`config.mk`:
```
export PLATFORM = sky130hd
export DESIGN_NAME = iosd_io_space
export DESIGN_NICKNAME = d
export VERILOG_FILES = /design/src/logic/iosd_pkg.sv /design/src/logic/iosd_io_space.sv
export SDC_FILE = /design/constraint.sdc
export NUM_CORES = 1
export LEC_CHECK = 0
export ABC_AREA = 0
export BUFFER_PORTS_ARGS = -buffer_cell sky130_fd_sc_hd__buf_2
export CAP_MARGIN = 20
export CELL_PAD_IN_SITES_DETAIL_PLACEMENT = 0
export CELL_PAD_IN_SITES_GLOBAL_PLACEMENT = 2
export CORE_AREA = 2 2 258 260
export DETAILED_ROUTE_END_ITERATION = 10
export DIE_AREA = 0 0 260 262
export PLACE_DENSITY_LB_ADDON = 0.3
export SLEW_MARGIN = 20
export SYNTH_ARGS = -nofsm -noshare
export SYNTH_HDL_FRONTEND = slang
export SYNTH_SLANG_ARGS = --single-unit
```
`constraint.sdc`:
```
create_clock -name clk -period 9.35 [get_ports clk]
set_input_delay 1.87 -clock clk [delete_from_list [all_inputs] [get_ports clk]]
set_output_delay 1.87 -clock clk [all_outputs]
set_load 0.005 [all_outputs]
```
`src/logic/iosd_pkg.sv`:
```
package iosd_pkg;

    // Address spaces seen by the core.
    localparam int unsigned IO_COUNT      = 64;
    localparam logic [7:0]  DM_IO_OFFSET  = 8'h20;
    localparam logic [7:0]  DM_EXT_BASE   = 8'h60;
    localparam logic [5:0]  BIT_SPACE_TOP = 6'h1f;
    localparam logic [7:0]  RESET_VALUE   = 8'h00;

    // I/O offsets of the implemented registers.
    localparam logic [5:0] PORT_B_INPUT_PINS      = 6'h03;
    localparam logic [5:0] PORT_B_DIRECTION       = 6'h04;
    localparam logic [5:0] PORT_B_OUTPUT_LATCH    = 6'h05;
    localparam logic [5:0] PORT_C_INPUT_PINS      = 6'h06;
    localparam logic [5:0] PORT_C_DIRECTION       = 6'h07;
    localparam logic [5:0] PORT_C_OUTPUT_LATCH    = 6'h08;
    localparam logic [5:0] PORT_D_INPUT_PINS      = 6'h09;
    localparam logic [5:0] PORT_D_DIRECTION       = 6'h0a;
    localparam logic [5:0] PORT_D_OUTPUT_LATCH    = 6'h0b;
    localparam logic [5:0] TIMER0_EVENT_FLAGS     = 6'h15;
    localparam logic [5:0] TIMER1_EVENT_FLAGS     = 6'h16;
    localparam logic [5:0] TIMER2_EVENT_FLAGS     = 6'h17;
    localparam logic [5:0] PIN_CHANGE_FLAGS       = 6'h1b;
    localparam logic [5:0] EXTERNAL_IRQ_FLAGS     = 6'h1c;
    localparam logic [5:0] EXTERNAL_IRQ_MASK      = 6'h1d;
    localparam logic [5:0] GENERAL_SCRATCH_0      = 6'h1e;
    localparam logic [5:0] EEPROM_CONTROL         = 6'h1f;
    localparam logic [5:0] EEPROM_DATA            = 6'h20;
    localparam logic [5:0] EEPROM_ADDRESS_LOW     = 6'h21;
    localparam logic [5:0] EEPROM_ADDRESS_HIGH    = 6'h22;
    localparam logic [5:0] TIMER_PRESCALER_SYNC   = 6'h23;
    localparam logic [5:0] TIMER0_CONTROL_A       = 6'h24;
    localparam logic [5:0] TIMER0_CONTROL_B       = 6'h25;
    localparam logic [5:0] TIMER0_COUNT           = 6'h26;
    localparam logic [5:0] TIMER0_COMPARE_A       = 6'h27;
    localparam logic [5:0] TIMER0_COMPARE_B       = 6'h28;
    localparam logic [5:0] GENERAL_SCRATCH_1      = 6'h2a;
    localparam logic [5:0] GENERAL_SCRATCH_2      = 6'h2b;
    localparam logic [5:0] SERIAL_PERIPH_CONTROL  = 6'h2c;
    localparam logic [5:0] SERIAL_PERIPH_STATUS   = 6'h2d;
    localparam logic [5:0] SERIAL_PERIPH_DATA     = 6'h2e;
    localparam logic [5:0] COMPARATOR_CTRL_STATUS = 6'h30;

    // Field layouts: writable, write-one-to-clear and hardware-driven bits.
    localparam logic [7:0] MASK_FULL       = 8'hff;
    localparam logic [7:0] MASK_PORT_C     = 8'h7f;
    localparam logic [7:0] W1C_TIMER0      = 8'h07;
    localparam logic [7:0] W1C_TIMER1      = 8'h27;
    localparam logic [7:0] W1C_TIMER2      = 8'h07;
    localparam logic [7:0] W1C_PIN_CHANGE  = 8'h07;
    localparam logic [7:0] W1C_EXT_IRQ     = 8'h03;
    localparam logic [7:0] W1C_COMPARATOR  = 8'h10;
    localparam logic [7:0] RW_EXT_IRQ_MASK = 8'h03;
    localparam logic [7:0] RW_EEPROM_CTRL  = 8'h3f;
    localparam logic [7:0] RW_PRESCALER    = 8'h83;
    localparam logic [7:0] RW_TIMER0_A     = 8'hf3;
    localparam logic [7:0] RW_TIMER0_B     = 8'hcf;
    localparam logic [7:0] RW_SPI_STATUS   = 8'h01;
    localparam logic [7:0] RW_COMPARATOR   = 8'hcf;
    localparam int unsigned SPI_FLAG_LSB   = 6;
    localparam int unsigned CMP_OUT_BIT    = 5;

endpackage : iosd_pkg

```
`src/logic/iosd_io_space.sv`:
```
`timescale 1ns/1ps
// Contract
// - Single-bit set and clear requests act directly on any register at I/O address 0x00 to 0x1F.
// - Skip-if-bit-one and skip-if-bit-zero tests read one bit of a register in that low range.
// - Status flags marked write-one-to-clear clear on a written one and ignore a written zero.
// - A single-bit set or clear changes only the addressed bit, never a neighbouring flag.
// - Short I/O input and output requests use I/O addresses 0x00 through 0x3F only.
// - Each I/O register also answers in data space at its I/O address plus 0x20.
// - Exactly 64 locations are reachable by short I/O requests through a six-bit address.
// - Data addresses 0x60 to 0xFF are reached only by loads and stores, never by short I/O.
module iosd_io_space (
    // Clock and reset
    input  wire logic         clk,
    input  wire logic         sys_rst,
    // Short I/O transfers
    input  wire logic         io_rd,
    input  wire logic         io_wr,
    input  wire logic [5:0]   io_addr,
    input  wire logic [7:0]   io_wdata,
    // Data space loads and stores
    input  wire logic         dm_rd,
    input  wire logic         dm_wr,
    input  wire logic [7:0]   dm_addr,
    input  wire logic [7:0]   dm_wdata,
    // Single-bit set, clear and skip tests
    input  wire logic         set_single_bit_instr,
    input  wire logic         clear_single_bit_instr,
    input  wire logic         skip_if_io_bit_one,
    input  wire logic         skip_if_io_bit_zero,
    input  wire logic [4:0]   bit_addr,
    input  wire logic [2:0]   bit_sel,
    // Answers to the core
    output logic [7:0]        rdata,
    output logic              rd_valid,
    output logic              skip_valid,
    output logic              skip_taken,
    // Extended area forwarded to the outer register logic
    output logic              ext_rd,
    output logic              ext_wr,
    output logic [7:0]        ext_addr,
    output logic [7:0]        ext_wdata,
    // Peripheral side
    input  wire logic [23:0]  port_pins,
    input  wire logic [7:0]   tmr0_flag_set,
    input  wire logic [7:0]   tmr1_flag_set,
    input  wire logic [7:0]   tmr2_flag_set,
    input  wire logic [7:0]   pin_change_set,
    input  wire logic [7:0]   ext_irq_set,
    input  wire logic         cmp_flag_set,
    input  wire logic         cmp_output,
    input  wire logic [1:0]   spi_flags,
    output logic [511:0]      io_image
);

    logic [7:0]  regs_reg [0:iosd_pkg::IO_COUNT-1];
    logic [7:0]  regs_next [0:iosd_pkg::IO_COUNT-1];
    logic [23:0] pin_meta_reg;
    logic [23:0] pin_sync_reg;
    logic [1:0]  spi_meta_reg;
    logic [1:0]  spi_sync_reg;
    logic        cmp_meta_reg;
    logic        cmp_sync_reg;
    logic [7:0]  rdata_reg;
    logic [7:0]  rdata_next;
    logic        rd_valid_reg;
    logic        rd_valid_next;
    logic        skip_valid_reg;
    logic        skip_valid_next;
    logic        skip_taken_reg;
    logic        skip_taken_next;
    logic        ext_rd_reg;
    logic        ext_rd_next;
    logic        ext_wr_reg;
    logic        ext_wr_next;
    logic [7:0]  ext_addr_reg;
    logic [7:0]  ext_addr_next;
    logic [7:0]  ext_wdata_reg;
    logic [7:0]  ext_wdata_next;

    // Decoded access, shared by all three request paths.
    logic        acc_rd;
    logic        acc_wr;
    logic [5:0]  acc_idx;
    logic [7:0]  acc_data;
    logic [7:0]  acc_bits;
    logic        dm_in_io;
    logic        dm_in_ext;
    logic        bit_op;
    logic        skip_op;
    logic [7:0]  bit_onehot;
    logic [7:0]  skip_byte;

    // Bits that software may store; everything else is reserved or hardware-owned.
    function automatic logic [7:0] rw_mask(input logic [5:0] idx);
        case (idx)
            iosd_pkg::PORT_B_DIRECTION, iosd_pkg::PORT_B_OUTPUT_LATCH,
            iosd_pkg::PORT_D_DIRECTION, iosd_pkg::PORT_D_OUTPUT_LATCH,
            iosd_pkg::GENERAL_SCRATCH_0, iosd_pkg::GENERAL_SCRATCH_1,
            iosd_pkg::GENERAL_SCRATCH_2, iosd_pkg::EEPROM_DATA,
            iosd_pkg::EEPROM_ADDRESS_LOW, iosd_pkg::EEPROM_ADDRESS_HIGH,
            iosd_pkg::TIMER0_COUNT, iosd_pkg::TIMER0_COMPARE_A,
            iosd_pkg::TIMER0_COMPARE_B, iosd_pkg::SERIAL_PERIPH_CONTROL,
            iosd_pkg::SERIAL_PERIPH_DATA:   rw_mask = iosd_pkg::MASK_FULL;
            iosd_pkg::PORT_C_DIRECTION,
            iosd_pkg::PORT_C_OUTPUT_LATCH:  rw_mask = iosd_pkg::MASK_PORT_C;
            iosd_pkg::EXTERNAL_IRQ_MASK:    rw_mask = iosd_pkg::RW_EXT_IRQ_MASK;
            iosd_pkg::EEPROM_CONTROL:       rw_mask = iosd_pkg::RW_EEPROM_CTRL;
            iosd_pkg::TIMER_PRESCALER_SYNC: rw_mask = iosd_pkg::RW_PRESCALER;
            iosd_pkg::TIMER0_CONTROL_A:     rw_mask = iosd_pkg::RW_TIMER0_A;
            iosd_pkg::TIMER0_CONTROL_B:     rw_mask = iosd_pkg::RW_TIMER0_B;
            iosd_pkg::SERIAL_PERIPH_STATUS: rw_mask = iosd_pkg::RW_SPI_STATUS;
            iosd_pkg::COMPARATOR_CTRL_STATUS: rw_mask = iosd_pkg::RW_COMPARATOR;
            default:                        rw_mask = 8'h00;
        endcase
    endfunction : rw_mask

    function automatic logic [7:0] w1c_mask(input logic [5:0] idx);
        case (idx)
            iosd_pkg::TIMER0_EVENT_FLAGS:     w1c_mask = iosd_pkg::W1C_TIMER0;
            iosd_pkg::TIMER1_EVENT_FLAGS:     w1c_mask = iosd_pkg::W1C_TIMER1;
            iosd_pkg::TIMER2_EVENT_FLAGS:     w1c_mask = iosd_pkg::W1C_TIMER2;
            iosd_pkg::PIN_CHANGE_FLAGS:       w1c_mask = iosd_pkg::W1C_PIN_CHANGE;
            iosd_pkg::EXTERNAL_IRQ_FLAGS:     w1c_mask = iosd_pkg::W1C_EXT_IRQ;
            iosd_pkg::COMPARATOR_CTRL_STATUS: w1c_mask = iosd_pkg::W1C_COMPARATOR;
            default:                          w1c_mask = 8'h00;
        endcase
    endfunction : w1c_mask

    // Read view of one location: stored bits, flags and live pin or peripheral state.
    function automatic logic [7:0] read_view(input logic [5:0] idx);
        logic [7:0] v;
        v = regs_reg[idx] & (rw_mask(idx) | w1c_mask(idx));
        case (idx)
            iosd_pkg::PORT_B_INPUT_PINS: v = pin_sync_reg[7:0];
            iosd_pkg::PORT_C_INPUT_PINS: v = pin_sync_reg[15:8] & iosd_pkg::MASK_PORT_C;
            iosd_pkg::PORT_D_INPUT_PINS: v = pin_sync_reg[23:16];
            iosd_pkg::SERIAL_PERIPH_STATUS:
                v[iosd_pkg::SPI_FLAG_LSB +: 2] = spi_sync_reg;
            iosd_pkg::COMPARATOR_CTRL_STATUS: v[iosd_pkg::CMP_OUT_BIT] = cmp_sync_reg;
            default: v = v;
        endcase
        read_view = v;
    endfunction : read_view

    // Request decode. Priority when several arrive together: short I/O, then
    // data space, then bit operations; the core issues one at a time.
    always_comb begin
        dm_in_io   = (dm_addr >= iosd_pkg::DM_IO_OFFSET) && (dm_addr < iosd_pkg::DM_EXT_BASE);
        dm_in_ext  = dm_addr >= iosd_pkg::DM_EXT_BASE;
        bit_op     = set_single_bit_instr || clear_single_bit_instr;
        skip_op    = skip_if_io_bit_one || skip_if_io_bit_zero;
        bit_onehot = 8'h01 << bit_sel;
        acc_rd     = 1'b0;
        acc_wr     = 1'b0;
        acc_idx    = io_addr;
        acc_data   = io_wdata;
        acc_bits   = iosd_pkg::MASK_FULL;
        if (io_rd || io_wr) begin
            acc_rd = io_rd;
            acc_wr = io_wr;
        end else if ((dm_rd || dm_wr) && dm_in_io) begin
            acc_rd   = dm_rd;
            acc_wr   = dm_wr;
            acc_idx  = 6'(dm_addr - iosd_pkg::DM_IO_OFFSET);
            acc_data = dm_wdata;
        end else if (bit_op) begin
            // A bit operation is a write that touches one lane only.
            acc_wr   = 1'b1;
            acc_idx  = {1'b0, bit_addr};
            acc_bits = bit_onehot;
            acc_data = set_single_bit_instr ? iosd_pkg::MASK_FULL : 8'h00;
        end
    end

    // Register file: writes, flag clears and hardware flag sets.
    always_comb begin
        logic [7:0] rw;
        logic [7:0] wc;
        rw = 8'h00;
        wc = 8'h00;
        for (int i = 0; i < iosd_pkg::IO_COUNT; i++) begin
            regs_next[i] = regs_reg[i];
            if (acc_wr && (acc_idx == 6'(i))) begin
                rw = rw_mask(6'(i)) & acc_bits;
                wc = w1c_mask(6'(i)) & acc_bits & acc_data;
                regs_next[i] = ((regs_reg[i] & ~rw) | (acc_data & rw)) & ~wc;
            end
        end
        // Sets come last so an event in the clearing cycle is kept.
        regs_next[iosd_pkg::TIMER0_EVENT_FLAGS] = regs_next[iosd_pkg::TIMER0_EVENT_FLAGS]
            | (tmr0_flag_set & iosd_pkg::W1C_TIMER0);
        regs_next[iosd_pkg::TIMER1_EVENT_FLAGS] = regs_next[iosd_pkg::TIMER1_EVENT_FLAGS]
            | (tmr1_flag_set & iosd_pkg::W1C_TIMER1);
        regs_next[iosd_pkg::TIMER2_EVENT_FLAGS] = regs_next[iosd_pkg::TIMER2_EVENT_FLAGS]
            | (tmr2_flag_set & iosd_pkg::W1C_TIMER2);
        regs_next[iosd_pkg::PIN_CHANGE_FLAGS] = regs_next[iosd_pkg::PIN_CHANGE_FLAGS]
            | (pin_change_set & iosd_pkg::W1C_PIN_CHANGE);
        regs_next[iosd_pkg::EXTERNAL_IRQ_FLAGS] = regs_next[iosd_pkg::EXTERNAL_IRQ_FLAGS]
            | (ext_irq_set & iosd_pkg::W1C_EXT_IRQ);
        regs_next[iosd_pkg::COMPARATOR_CTRL_STATUS] =
            regs_next[iosd_pkg::COMPARATOR_CTRL_STATUS]
            | ({8{cmp_flag_set}} & iosd_pkg::W1C_COMPARATOR);
    end

    // Answers and extended-area forwarding.
    always_comb begin
        // Extended loads are answered by the outer register logic, so none is raised here.
        rd_valid_next   = acc_rd || (dm_rd && !dm_in_io && !dm_in_ext && !(io_rd || io_wr));
        rdata_next      = acc_rd ? read_view(acc_idx) : 8'h00;
        skip_valid_next = skip_op && !(io_rd || io_wr || dm_rd || dm_wr || bit_op);
        skip_byte       = read_view({1'b0, bit_addr});
        skip_taken_next = skip_valid_next
            && (skip_byte[bit_sel] == skip_if_io_bit_one);
        ext_rd_next     = dm_rd && dm_in_ext && !(io_rd || io_wr);
        ext_wr_next     = dm_wr && dm_in_ext && !(io_rd || io_wr);
        ext_addr_next   = (ext_rd_next || ext_wr_next) ? dm_addr : ext_addr_reg;
        ext_wdata_next  = ext_wr_next ? dm_wdata : ext_wdata_reg;
    end

    always_ff @(posedge clk) begin
        pin_meta_reg <= port_pins;
        pin_sync_reg <= pin_meta_reg;
        spi_meta_reg <= spi_flags;
        spi_sync_reg <= spi_meta_reg;
        cmp_meta_reg <= cmp_output;
        cmp_sync_reg <= cmp_meta_reg;
    end

    always_ff @(posedge clk) begin
        if (sys_rst) begin
            for (int i = 0; i < iosd_pkg::IO_COUNT; i++) begin
                regs_reg[i] <= iosd_pkg::RESET_VALUE;
            end
            rdata_reg      <= 8'h00;
            rd_valid_reg   <= 1'b0;
            skip_valid_reg <= 1'b0;
            skip_taken_reg <= 1'b0;
            ext_rd_reg     <= 1'b0;
            ext_wr_reg     <= 1'b0;
            ext_addr_reg   <= 8'h00;
            ext_wdata_reg  <= 8'h00;
        end else begin
            for (int i = 0; i < iosd_pkg::IO_COUNT; i++) begin
                regs_reg[i] <= regs_next[i];
            end
            rdata_reg      <= rdata_next;
            rd_valid_reg   <= rd_valid_next;
            skip_valid_reg <= skip_valid_next;
            skip_taken_reg <= skip_taken_next;
            ext_rd_reg     <= ext_rd_next;
            ext_wr_reg     <= ext_wr_next;
            ext_addr_reg   <= ext_addr_next;
            ext_wdata_reg  <= ext_wdata_next;
        end
    end

    always_comb begin
        for (int i = 0; i < iosd_pkg::IO_COUNT; i++) begin
            io_image[i*8 +: 8] = regs_reg[i];
        end
    end

    assign rdata      = rdata_reg;
    assign rd_valid   = rd_valid_reg;
    assign skip_valid = skip_valid_reg;
    assign skip_taken = skip_taken_reg;
    assign ext_rd     = ext_rd_reg;
    assign ext_wr     = ext_wr_reg;
    assign ext_addr   = ext_addr_reg;
    assign ext_wdata  = ext_wdata_reg;
endmodule : iosd_io_space

```
==> results.md, run 1 <==
- Relative max-transition margin: between 20 and 30%
- CTS Buf Count: 34
- Initial Util: 22.0%
- GRT Total Usage: 19.1%
- Largest net degree at the start of global routing: between 80 and 90
- Post-Route WL: 68,600 um
- DR iter-0 viols: 970
- Cell area after layout: about 17,000 sq um
- Power Dens Cells: 172 nW/um^2
- Top FF cell, synth: dfxtp_1
- Fin nets: ~2,100
- Worst EP arrival: 6.19 ns
- I/O Pins: roughly 660
- WL/cell: 24.1 um
- Vias in the first global route: 11,900
- Busiest grt layer: met2
- RSZ-0062 raised after global routing: no
- Hold_sp: pin_meta_reg[17]
- Post-synth EDFFs: 0
- Status: completed
- Final min period: 5.74 ns
- Final Cycle Share: 61.4%
- Peak supply drop: 89.7 uV
- Detailed Routing Iterations Pass 1: 7
- Max capacitance violation total: 0
- Met2 Usage GRT: 30.9%
- Asr flop ratio synth: 0%
- Final Hold Fails: 0
- Synth Cell Area: 14,400 sq um
- Clock-pin slew on the worst setup and hold paths: 0.06 ns
- Via density: 4.49
- Leakage: 7.06 nW
- # clock sinks: about 260
- Routed vias: 12,800
- WHS Path Cells: 0
- First-pass GRT wire length: 93,200 um
- Reg2reg setup slack: between 7 and 8 ns
- Number of nets still failing antenna checks after routing: 0
- Num rows: 94
- Grt met3 use: 5.69%
- DIE AREA: slightly below 70,000 sq um
- CP max FO: 39
- Actual slew at the worst max-slew pin: 1.07 ns
- CP Capture Type: flip-flop
- Worst clock skew: 0.0251 ns
- Worst skew pair latency: 0.56 ns
- Chip width: 260 um
- Post-DP Area: 15,600 sq um
- DP HPWL: 51,800 um
- Max Root-Sink Buffers: 3
- Reg2Reg Capture Point: skip_taken
- CTS tree: done
- Post-synth cell types: 77
- Worst Hold Class: flip-flop to flip-flop
- CP Class: input pin to flip-flop
- CP startpoint kind: input pin
- Htree depth: 2
- Setup TNS: 0 ns
- Core ar.: 65,300 sq um
- Finish-stage setup viols: 0
- Max Clock Freq: 174 MHz
- Post-Syn Instances: 1,709
- Post-cts resize count: 0
- Slew Limit Fails: 0
- Seq/Total Area, Yosys: 36.4%
- Grt ovf: 0
- Initial antenna violation count: 2
- Post-cts hold buffer count: 0
- Hold Crit Endpoint: pin_sync_reg[17]
- Share of layout cells above drive strength 1: 22.3%
- # DRC: 0
- Synth warn: 0
- Postcts setup bufs: 0
- Chip Height: about 260 um
- Synthesized flop and latch total: about 260
- Reg2reg path depth: 8
- CP required: 9.80 ns
- PortBufs: 298
- Grt met1 use: 24.2%
- Post-Syn Area per Cell: approximately 8.4 sq um
- GP Congestion: 0.869
- Layout Area Growth over Synthesis: 16.1%
- CTS Root Cell: clkbuf_16
-- worst max path at each step --
stage	cells past startpoint	to	slack [ns]	startpoint
global route	9	flip-flop	3.41	io_wr
CTS	9	flip-flop	3.75	dm_addr[5]
global placement	9	flip-flop	3.22	dm_addr[5]
finish	9	flip-flop	3.61	io_wr
floorplan	12	flip-flop	4.91	dm_wr
detailed placement	9	flip-flop	3.18	io_wr
-- cell type report --
cell class | count | area (sq um)
clock inverters | 12 | 123
diodes | 2 | 5.00
clock buffers | 46 | 947
multi-input cells | 1314 | 7460
well taps | 864 | 1080
flip-flops and latches | 261 | 5230
repair buffers | 332 | 1750
inverters | 22 | 82.6
fillers | 7204 | 48600
-- kinds of logic after synthesis --
logic type,count (synthesis),synth area share (%)
muxes,61,4.61
buffers and inverters,465,21.3
xor gates and xnor gates,3,0.183
other,1,0.0261
and+or+nand+nor,502,16.4
DFF,261,36.4
AOI/OAI and AO/OA,416,21.1
-- synth_stat cells (all sizes together), types with 3 or more instances --
| cell type | instances | area share (%) |
|---|---|---|
| buf | 377 | 19 |
| nor2 | 274 | 7.2 |
| dfxtp | 261 | 36 |
| a211oi | 174 | 9.2 |
| nand2 | 87 | 2.3 |
| clkbuf | 66 | 1.7 |
| a21oi | 52 | 1.8 |
| nand3 | 41 | 1.5 |
| mux2i | 38 | 2.6 |
| o21ai | 38 | 1.3 |
| a22oi | 23 | 1.2 |
| inv | 22 | 0.57 |
| mux2 | 21 | 1.6 |
| nand4 | 21 | 0.91 |
| a31oi | 19 | 0.83 |
| nor3 | 17 | 0.73 |
| nor4 | 15 | 1.5 |
| a22o | 14 | 0.85 |
| and3 | 13 | 0.57 |
| a221oi | 11 | 0.67 |
| a32o | 7 | 0.49 |
| o2bb2ai | 7 | 0.43 |
| a2111oi | 5 | 0.36 |
| a221o | 5 | 0.35 |
| a2bb2oi | 5 | 0.30 |
| a32oi | 5 | 0.30 |
| and2 | 5 | 0.22 |
| nand2b | 5 | 0.22 |
| nor2b | 5 | 0.22 |
| a222oi | 4 | 0.28 |
| a41oi | 4 | 0.24 |
| o211a | 4 | 0.28 |
| o211ai | 4 | 0.21 |
| o21ba | 4 | 0.28 |
| o22ai | 4 | 0.17 |
| o31ai | 4 | 0.21 |
| or4 | 4 | 0.24 |
| and4 | 3 | 0.18 |
| nand3b | 3 | 0.16 |
| o21a | 3 | 0.16 |
| or3 | 3 | 0.13 |
-- layout by cell type, fill, tap and decap left out, types with 7 or more instances in the layout --
cell type	n
conb_1	332
buf_2	297
nor2_1	269
dfxtp_1	261
a211oi_1	172
nand2_1	87
a21oi_1	52
nand3_1	38
mux2i_1	38
o21ai_0	37
clkbuf_16	35
buf_4	34
a22oi_1	23
inv_1	22
nand4_1	21
mux2_2	21
a31oi_1	19
a22o_1	14
nor3_1	13
and3_1	13
a221oi_1	11
nor4_4	10
clkbuf_1	8
o2bb2ai_1	7
a32o_1	7
-- stage by stage --
| stage | power [mW] | setup slack, ns | cells | hold WS, ns | utilization (%) |
|---|---|---|---|---|---|
| CTS | 2.92 | 3.75 | 2851 | 0.322 | 25.5 |
| floorplan | 1.51 | 4.91 | 2040 | 0.310 | - |
| global placement | 1.61 | 3.22 | 2793 | 0.313 | 23.9 |
| detailed placement | 1.61 | 3.18 | 2793 | 0.312 | 23.9 |
| global route | 3.00 | 3.41 | 2851 | 0.331 | 25.5 |
| finish | 2.87 | 3.61 | 2853 | 0.321 | 25.5 |
-- where the power goes --
part | internal (mW) | switching [mW]
sequential | 1.14 | 0.0286
clock | 0.743 | 0.541
combinational | 0.107 | 0.310
total | 1.99 | 0.880
-- critical path: stages --
cell and delay (ns):
buf_2 0.13, or2_2 0.56, nor4_1 0.56, or4_4 0.76, nand2_1 0.49, nor3_2 0.78
and3_1 0.67, nor2_1 0.08, a211oi_1 0.24
-- routing by layer --
metal / vias up / part of all wire (%)
met5: - / 0
met4: 0 / 2.9
met3: 95 / 8.9
met2: 587 / 46
met1: 6187 / 42
li1: 5952 / -
No activity file was read; power rests on OpenSTA's default activity.
==> run 2, diff against run 1 <==
- CORE_AREA: 2 2 258 260 -> 2 2 253 255
- DIE_AREA: 0 0 260 262 -> 0 0 255 257
- clock period: 9.35 -> 5.3 ns (I/O delays scaled with it)
==> results.md, run 2 (same netlist as run 1, synthesis figures left out) <==
- Status: completed
- Final core utilization: 27.3% (+1.7 points)
- Initial antenna violation count: 6 (+4)
- GP Congestion: 0.925 (+6.5%)
- Slew Limit Fails: 0 (unchanged)
- Detailed Routing Iterations Pass 1: 5 (-2)
- GRT Total Usage: 20.0% (+0.94 points)
- Hold Slack: 0.324 ns (+0.00300 ns)
- DP HPWL: 53,000 um (+2.3%)
- Int Power: 3.65 mW (+83%)
- Initial Util: 22.9% (+0.89 points)
- Worst skew pair latency: 0.57 ns (about the same)
- # DRC: 0 (unchanged)
- Chip width: 255 um (-1.9%)
- Vias in the first global route: 12,400 (+4.8%)
- Setup TNS: 0 ns (unchanged)
- Post-cts hold buffer count: 0 (unchanged)
- DR iter-0 viols: 955 (-1.5%)
- CTS tree: done
- Sw Share: 30.2% (-0.42 points)
- Fin nets: 2,129 (+2.3%)
- Commonest non-fill, non-tap cell in the layout: conb_1
- Largest net degree at the start of global routing: 86 (-3.4%)
- CP Capture Type: flip-flop
- PortBufs: 298 (unchanged)
- Worst Hold Class: flip-flop to flip-flop
- Leakage: 7.34 nW (+4.0%)
- Number of nets still failing antenna checks after routing: 0 (unchanged)
- Relative max-transition margin: 26.2% (-2.6 points)
- Htree depth: 2 (unchanged)
- Layout Area Growth over Synthesis: 19.2%
- Max Root-Sink Buffers: 3 (unchanged)
- Finish-stage setup viols: 0 (unchanged)
- Via density: 4.56 (+1.5%)
- Post-Route WL: 68,800 um (+0.21%)
- Final Cycle Share: between 80 and 90%
- Postcts setup bufs: 0 (unchanged)
- Final Hold Fails: 0 (unchanged)
- CP max FO: 11 (-72%)
- Share of layout cells above drive strength 1: 24.3% (+2.0 points)
- Worst EP arrival: 4.84 ns (-1.35 ns)
- Chip Height: 257 um (-1.9%)
- First-pass GRT wire length: 94,000 um (+0.83%)
- I/O Pins: 657 (unchanged)
- WL/cell: 23.8 um (-0.97%)
- NetSw: 1.58 mW (+80%)
- Combinational share of power: 14.5% (about the same)
- # clock sinks: 261 (unchanged)
- Sequential power share: 39.6% (-1.2 points)
- Most frequent cells in the layout: conb_1, buf_2, nor2_1, dfxtp_1, a211oi_1
- Power Dens Cells: 306 nW/um^2 (+77%)
- Actual slew at the worst max-slew pin: 1.10 ns (+0.0384 ns)
- Overall Power: 5.23 mW (+82%)
- Clock-pin slew on the worst setup and hold paths: 0.06 ns (about the same)
- CP startpoint kind: input pin
- CP Class: input pin to flip-flop
- Num rows: 92 (-2.1%)
- Post-DP Area: 15,900 sq um (+2.3%)
- Peak supply drop: 169 uV (+88%)
- CTS Buf Count: 35 (+2.9%)
- Number of fill cells: 6,914 (-4.0%)
- Max Clock Freq: 230 MHz
- Cell area after layout: 17,100 sq um (+2.7%)
- RSZ-0062 raised after global routing: no
- DIE AREA: 65,500 sq um (-3.8%)
- Max capacitance violation total: 0 (unchanged)
- Final min period: about 4.4 ns
- Post-cts resize count: 0 (unchanged)
- Clock share of power: 45.9% (+1.2 points)
- CTS Root Cell: clkbuf_16
- Core ar.: 62,700 sq um (-3.9%)
- CP required: 5.79 ns (-4.01 ns)
- Worst clock skew: 0.0395 ns (+0.0144 ns)
- Reg2reg setup slack: 3.03 ns (-4.13 ns)
- Grt ovf: 0 (unchanged)
- Routed vias: 13,200 (+2.7%)
==> run 2: changes by cell type in the layout (fill, tap and decap cells not counted), sizes merged <==
cell | previous run | this run
buf | 332 | 379
clkbuf | 46 | 48
clkinv | 7 | 9
bufinv | 1 | 2
==> run 2: final timing paths <==
kind / start / endpoint / depth (start not counted)
max: dm_addr[5] / rdata[4] / 9
min: pin_meta_reg[3] / pin_sync_reg[3] / 0
max reg2reg: flip-flop / skip_taken / 8
min reg2reg: pin_meta_reg[3] / pin_sync_reg[3] / 0
==> run 2: layer usage <==
metal | vias to the layer above | GRT usage [%] | part of all wire (%) | routed length (um)
li1 | 6048 | - | - | -
met1 | 6364 | 24.5 | 40 | 27700
met2 | 631 | 32.0 | 46 | 31700
met3 | 121 | 6.63 | 9.2 | 6340
met4 | 2 | 8.41 | 4.4 | 3000
met5 | - | 0 | 0.012 | 8
==> run 2: cell type report <==
class                      count  area, sq um  share of cell area (%)
multi-input combinational   1314         7430                    43.4
sequential                   261         5230                    30.5
timing repair buffer         379         2140                    12.5
tap                          846         1060                    6.18
clock buffer                  48          985                    5.75
clock inverter                15          190                    1.11
inverter                      22         82.6                   0.482
antenna                        2         5.00                  0.0292
==> run 2: stage by stage <==
stage,worst slack [ns],std cells
3_3_place_gp,0.501,2822
6_report,0.950,2887
3_5_place_dp,0.407,2822
5_1_grt,0.753,2885
2_1_floorplan,1.67,2040
4_1_cts,0.990,2885
==> run 2: power by group through the flow <==
stage / clock (mW) / combinational [mW] / sequential, mW
after floorplan: 0 / 0.571 / 2.09
after global placement: 0 / 0.748 / 2.12
after detailed placement: 0 / 0.748 / 2.12
after CTS: 2.46 / 0.751 / 2.07
after global routing: 2.54 / 0.817 / 2.08
final: 2.40 / 0.757 / 2.07
==> run 2: worst max-delay path, cell delays in order <==
cell and delay, ns:
buf_2 0.17, xor2_1 0.70, a2111oi_0 0.32, or4_1 0.90, buf_4 0.33, a2111oi_0 0.79
buf_4 0.23, o221ai_1 0.12, a41oi_1 0.21
==> run 3, diff against run 2 <==
- ABC_AREA: 0 -> 1
- CORE_AREA: 2 2 253 255 -> unset
- CORE_MARGIN: unset -> 2
- CORE_UTILIZATION: unset -> 23
- DIE_AREA: 0 0 255 257 -> unset
- clock period: 5.3 -> 3.53 ns (I/O delays scaled with it)
==> results.md, run 3 <==
- Status: completed
- Synth warn: 0 (unchanged)
- # DRC: 0 (unchanged)
- Via density: 4.27 (-6.3%)
- Initial Util: 23.2% (+0.33 points)
- Largest net degree at the start of global routing: 70 (-19%)
- Worst clock skew: 0.0309 ns (-0.00855 ns)
- Most frequent cells in the layout: nand2_1, conb_1, buf_2, dfxtp_1, a21oi_1
- Synthesized flop and latch total: 261 (unchanged)
- Busiest grt layer: met2
- Met2 Usage GRT: 34.7% (+2.7 points)
- Asr flop ratio synth: 0% (unchanged)
- GP Congestion: 0.903 (-2.4%)
- CP Capture Type: flip-flop
- Relative max-transition margin: 32.8% (+6.7 points)
- Detailed Routing Iterations Pass 1: 5 (unchanged)
- Top post-synthesis cells by area: dfxtp_1, buf_4, nand2_1
- CP Capture Point: rdata[2]
- Commonest cells post-synth: nand2_1, buf_4, dfxtp_1
- CP max FO: 10 (-1)
- Core ar.: 64,500 sq um (+2.8%)
- DIE AREA: 67,200 sq um (+2.5%)
- Worst skew pair latency: 0.57 ns (about the same)
- Num rows: 93 (+1.1%)
- Post-synth EDFFs: 0 (unchanged)
- GRT Total Usage: 19.9% (-0.094 points)
- Chip width: 259 um (+1.6%)
- DR iter-0 viols: 977 (+2.3%)
- Top cell type's share of synthesized area: 34.9% (-1.5 points)
- Max Root-Sink Buffers: 3 (unchanged)
- CP Class: input pin to flip-flop
- Post-cts resize count: 0 (unchanged)
- WL/cell: 20.8 um (-13%)
- RSZ-0062 raised after global routing: no
- Finish-stage setup viols: 0 (unchanged)
- PortBufs: 298 (unchanged)
- Reg2reg path depth: 13 (+5)
- Final Hold Fails: 0 (unchanged)
- CTS Root Cell: clkbuf_16
- I/O Pins: 657 (unchanged)
- Max Clock Freq: about 350 MHz
- Max capacitance violation total: 0 (unchanged)
- Seq/Total Area, Yosys: 34.9% (-1.5 points)
- Fin nets: 2,601 (+22%)
- Final min period: about 2.9 ns
- Actual slew at the worst max-slew pin: 1.01 ns (-0.0963 ns)
- Grt met1 use: 24.2% (-0.24 points)
- Synth Cell Area: 15,000 sq um (+4.3%)
- Post-Syn Area per Cell: 7.15 sq um (-15%)
- Antenna diodes: 0 (-2)
- Reg2reg setup slack: 1.55 ns (-1.48 ns)
- Top-count cell post-synth: nand2_1
- Post-cts hold buffer count: 0 (unchanged)
- First-pass GRT wire length: 97,100 um (+3.3%)
- Clock-pin slew on the worst setup and hold paths: 0.06 ns (about the same)
- Power Dens Cells: 444 nW/um^2 (+45%)
- Setup TNS: 0 ns (unchanged)
- Peak supply drop: 257 uV (+52%)
- CTS tree: done
- Vias in the first global route: 13,500 (+8.3%)
- Commonest non-fill, non-tap cell in the layout: nand2_1
- Postcts setup bufs: 0 (unchanged)
- Post-Syn Instances: 2,095 (+23%)
- Cell area after layout: 18,300 sq um (+6.8%)
- Routed vias: 14,400 (+9.1%)
- Synth area leader: dfxtp_1
- Worst Hold Class: input pin to flip-flop
- Reg2Reg Capture Point: skip_taken
- Number of nets still failing antenna checks after routing: 0 (unchanged)
- Post-DP Area: 17,100 sq um (+7.0%)
- Share of layout cells above drive strength 1: 22.6% (-1.6 points)
- CTS Buf Count: 36 (+2.9%)
- Leakage: 8.75 nW (+19%)
- CP startpoint kind: input pin
- Grt ovf: 0 (unchanged)
- Post-Route WL: 69,900 um (+1.7%)
- Grt met3 use: 4.74% (-1.9 points)
- DP HPWL: 55,900 um (+5.5%)
- # clock sinks: 261 (unchanged)
- Worst EP arrival: 3.34 ns (-1.50 ns)
- Top FF cell, synth: dfxtp_1
- Htree depth: 2 (unchanged)
- CP required: 3.97 ns (-1.82 ns)
- Crit. Startpoint: dm_rd
- Initial antenna violation count: 5 (-1)
- Slew Limit Fails: 0 (unchanged)
- Post-synth cell types: 50 (-35%)
- Layout Area Growth over Synthesis: 22.2%
- Chip Height: 259 um (+0.84%)
- Final Cycle Share: 82.0%
## run 3: cell count changes in the layout (fill, tap and decap cells not counted), moves of 38 or more
cell / change
a211oi_1: -125
a21oi_1: +133
buf_4: +40
inv_1: +160
mux2i_1: -38
nand2_1: +366
nand3_1: +90
nor2_1: -167
o21ai_0: +132
## run 3: kinds of logic after synthesis
logic type | Yosys count | share of synthesized area [%]
compound gates | 466 | 17.6
buf+inv | 612 | 24.5
flops | 261 | 34.9
other cells | 1 | 0.0250
simple gates | 755 | 23.0
## run 3: area by class of cell
cell class,count,area (sq um)
Tap cell,855,1070
Clock buffer,46,1020
Timing Repair Buffer,431,2680
Clock inverter,16,223
Fill cell,7280,46200
Multi-Input combinational cell,1553,7320
Inverter,202,763
Sequential cell,261,5230
## run 3: worst min-delay path by stage
stage                           startpoint          endpoint  slack (ns)  cells past startpoint
after floorplan               cmp_meta_reg      cmp_sync_reg        0.31                      0
after global placement    pin_meta_reg[11]  pin_sync_reg[11]        0.32                      0
after detailed placement  pin_meta_reg[10]  pin_sync_reg[10]        0.31                      0
after CTS                    port_pins[19]  pin_meta_reg[19]        0.20                      1
after global routing         port_pins[20]  pin_meta_reg[20]        0.22                      1
final                        port_pins[18]  pin_meta_reg[18]        0.24                      1
## run 3: stage by stage
stage	util [%]	setup WS (ns)	power, mW	cells	hold slack, ns
after CTS	28.4	0.702	8.22	3364	0.202
after detailed placement	26.5	0.126	4.30	3302	0.312
after global routing	28.4	0.401	8.43	3364	0.224
after global placement	26.5	0.177	4.30	3302	0.316
final	28.4	0.634	8.12	3364	0.238
after floorplan	-	0.978	3.97	2426	0.310
## run 3: per-layer routing
metal / routed length [um] / vias up
met5: 58 / -
met4: 1910 / 10
met3: 5130 / 101
met2: 34500 / 570
met1: 28300 / 6711
li1: - / 6977
## run 3: worst max-delay path, stage by stage
cell,delay [ns]
buf_2,0.10
or2_1,0.27
nand3_2,0.28
nand2_1,0.13
nand3_1,0.07
nand2_1,0.21
buf_4,0.19
nor2_1,0.06
nand2_1,0.12
inv_2,0.06
nand2_1,0.23
o22ai_1,0.12
a21oi_1,0.44
nand3_1,0.15
nand2_1,0.12
inv_1,0.05
## run 3: report_power, final
| group | leakage [nW] | total, mW | switching (mW) | internal, mW |
|---|---|---|---|---|
| combinational | 6.03 | 1.16 | 0.823 | 0.338 |
| clock | 0.597 | 3.87 | 1.52 | 2.36 |
| sequential | 2.13 | 3.08 | 0.0595 | 3.03 |
| total | 8.75 | 8.12 | 2.40 | 5.72 |
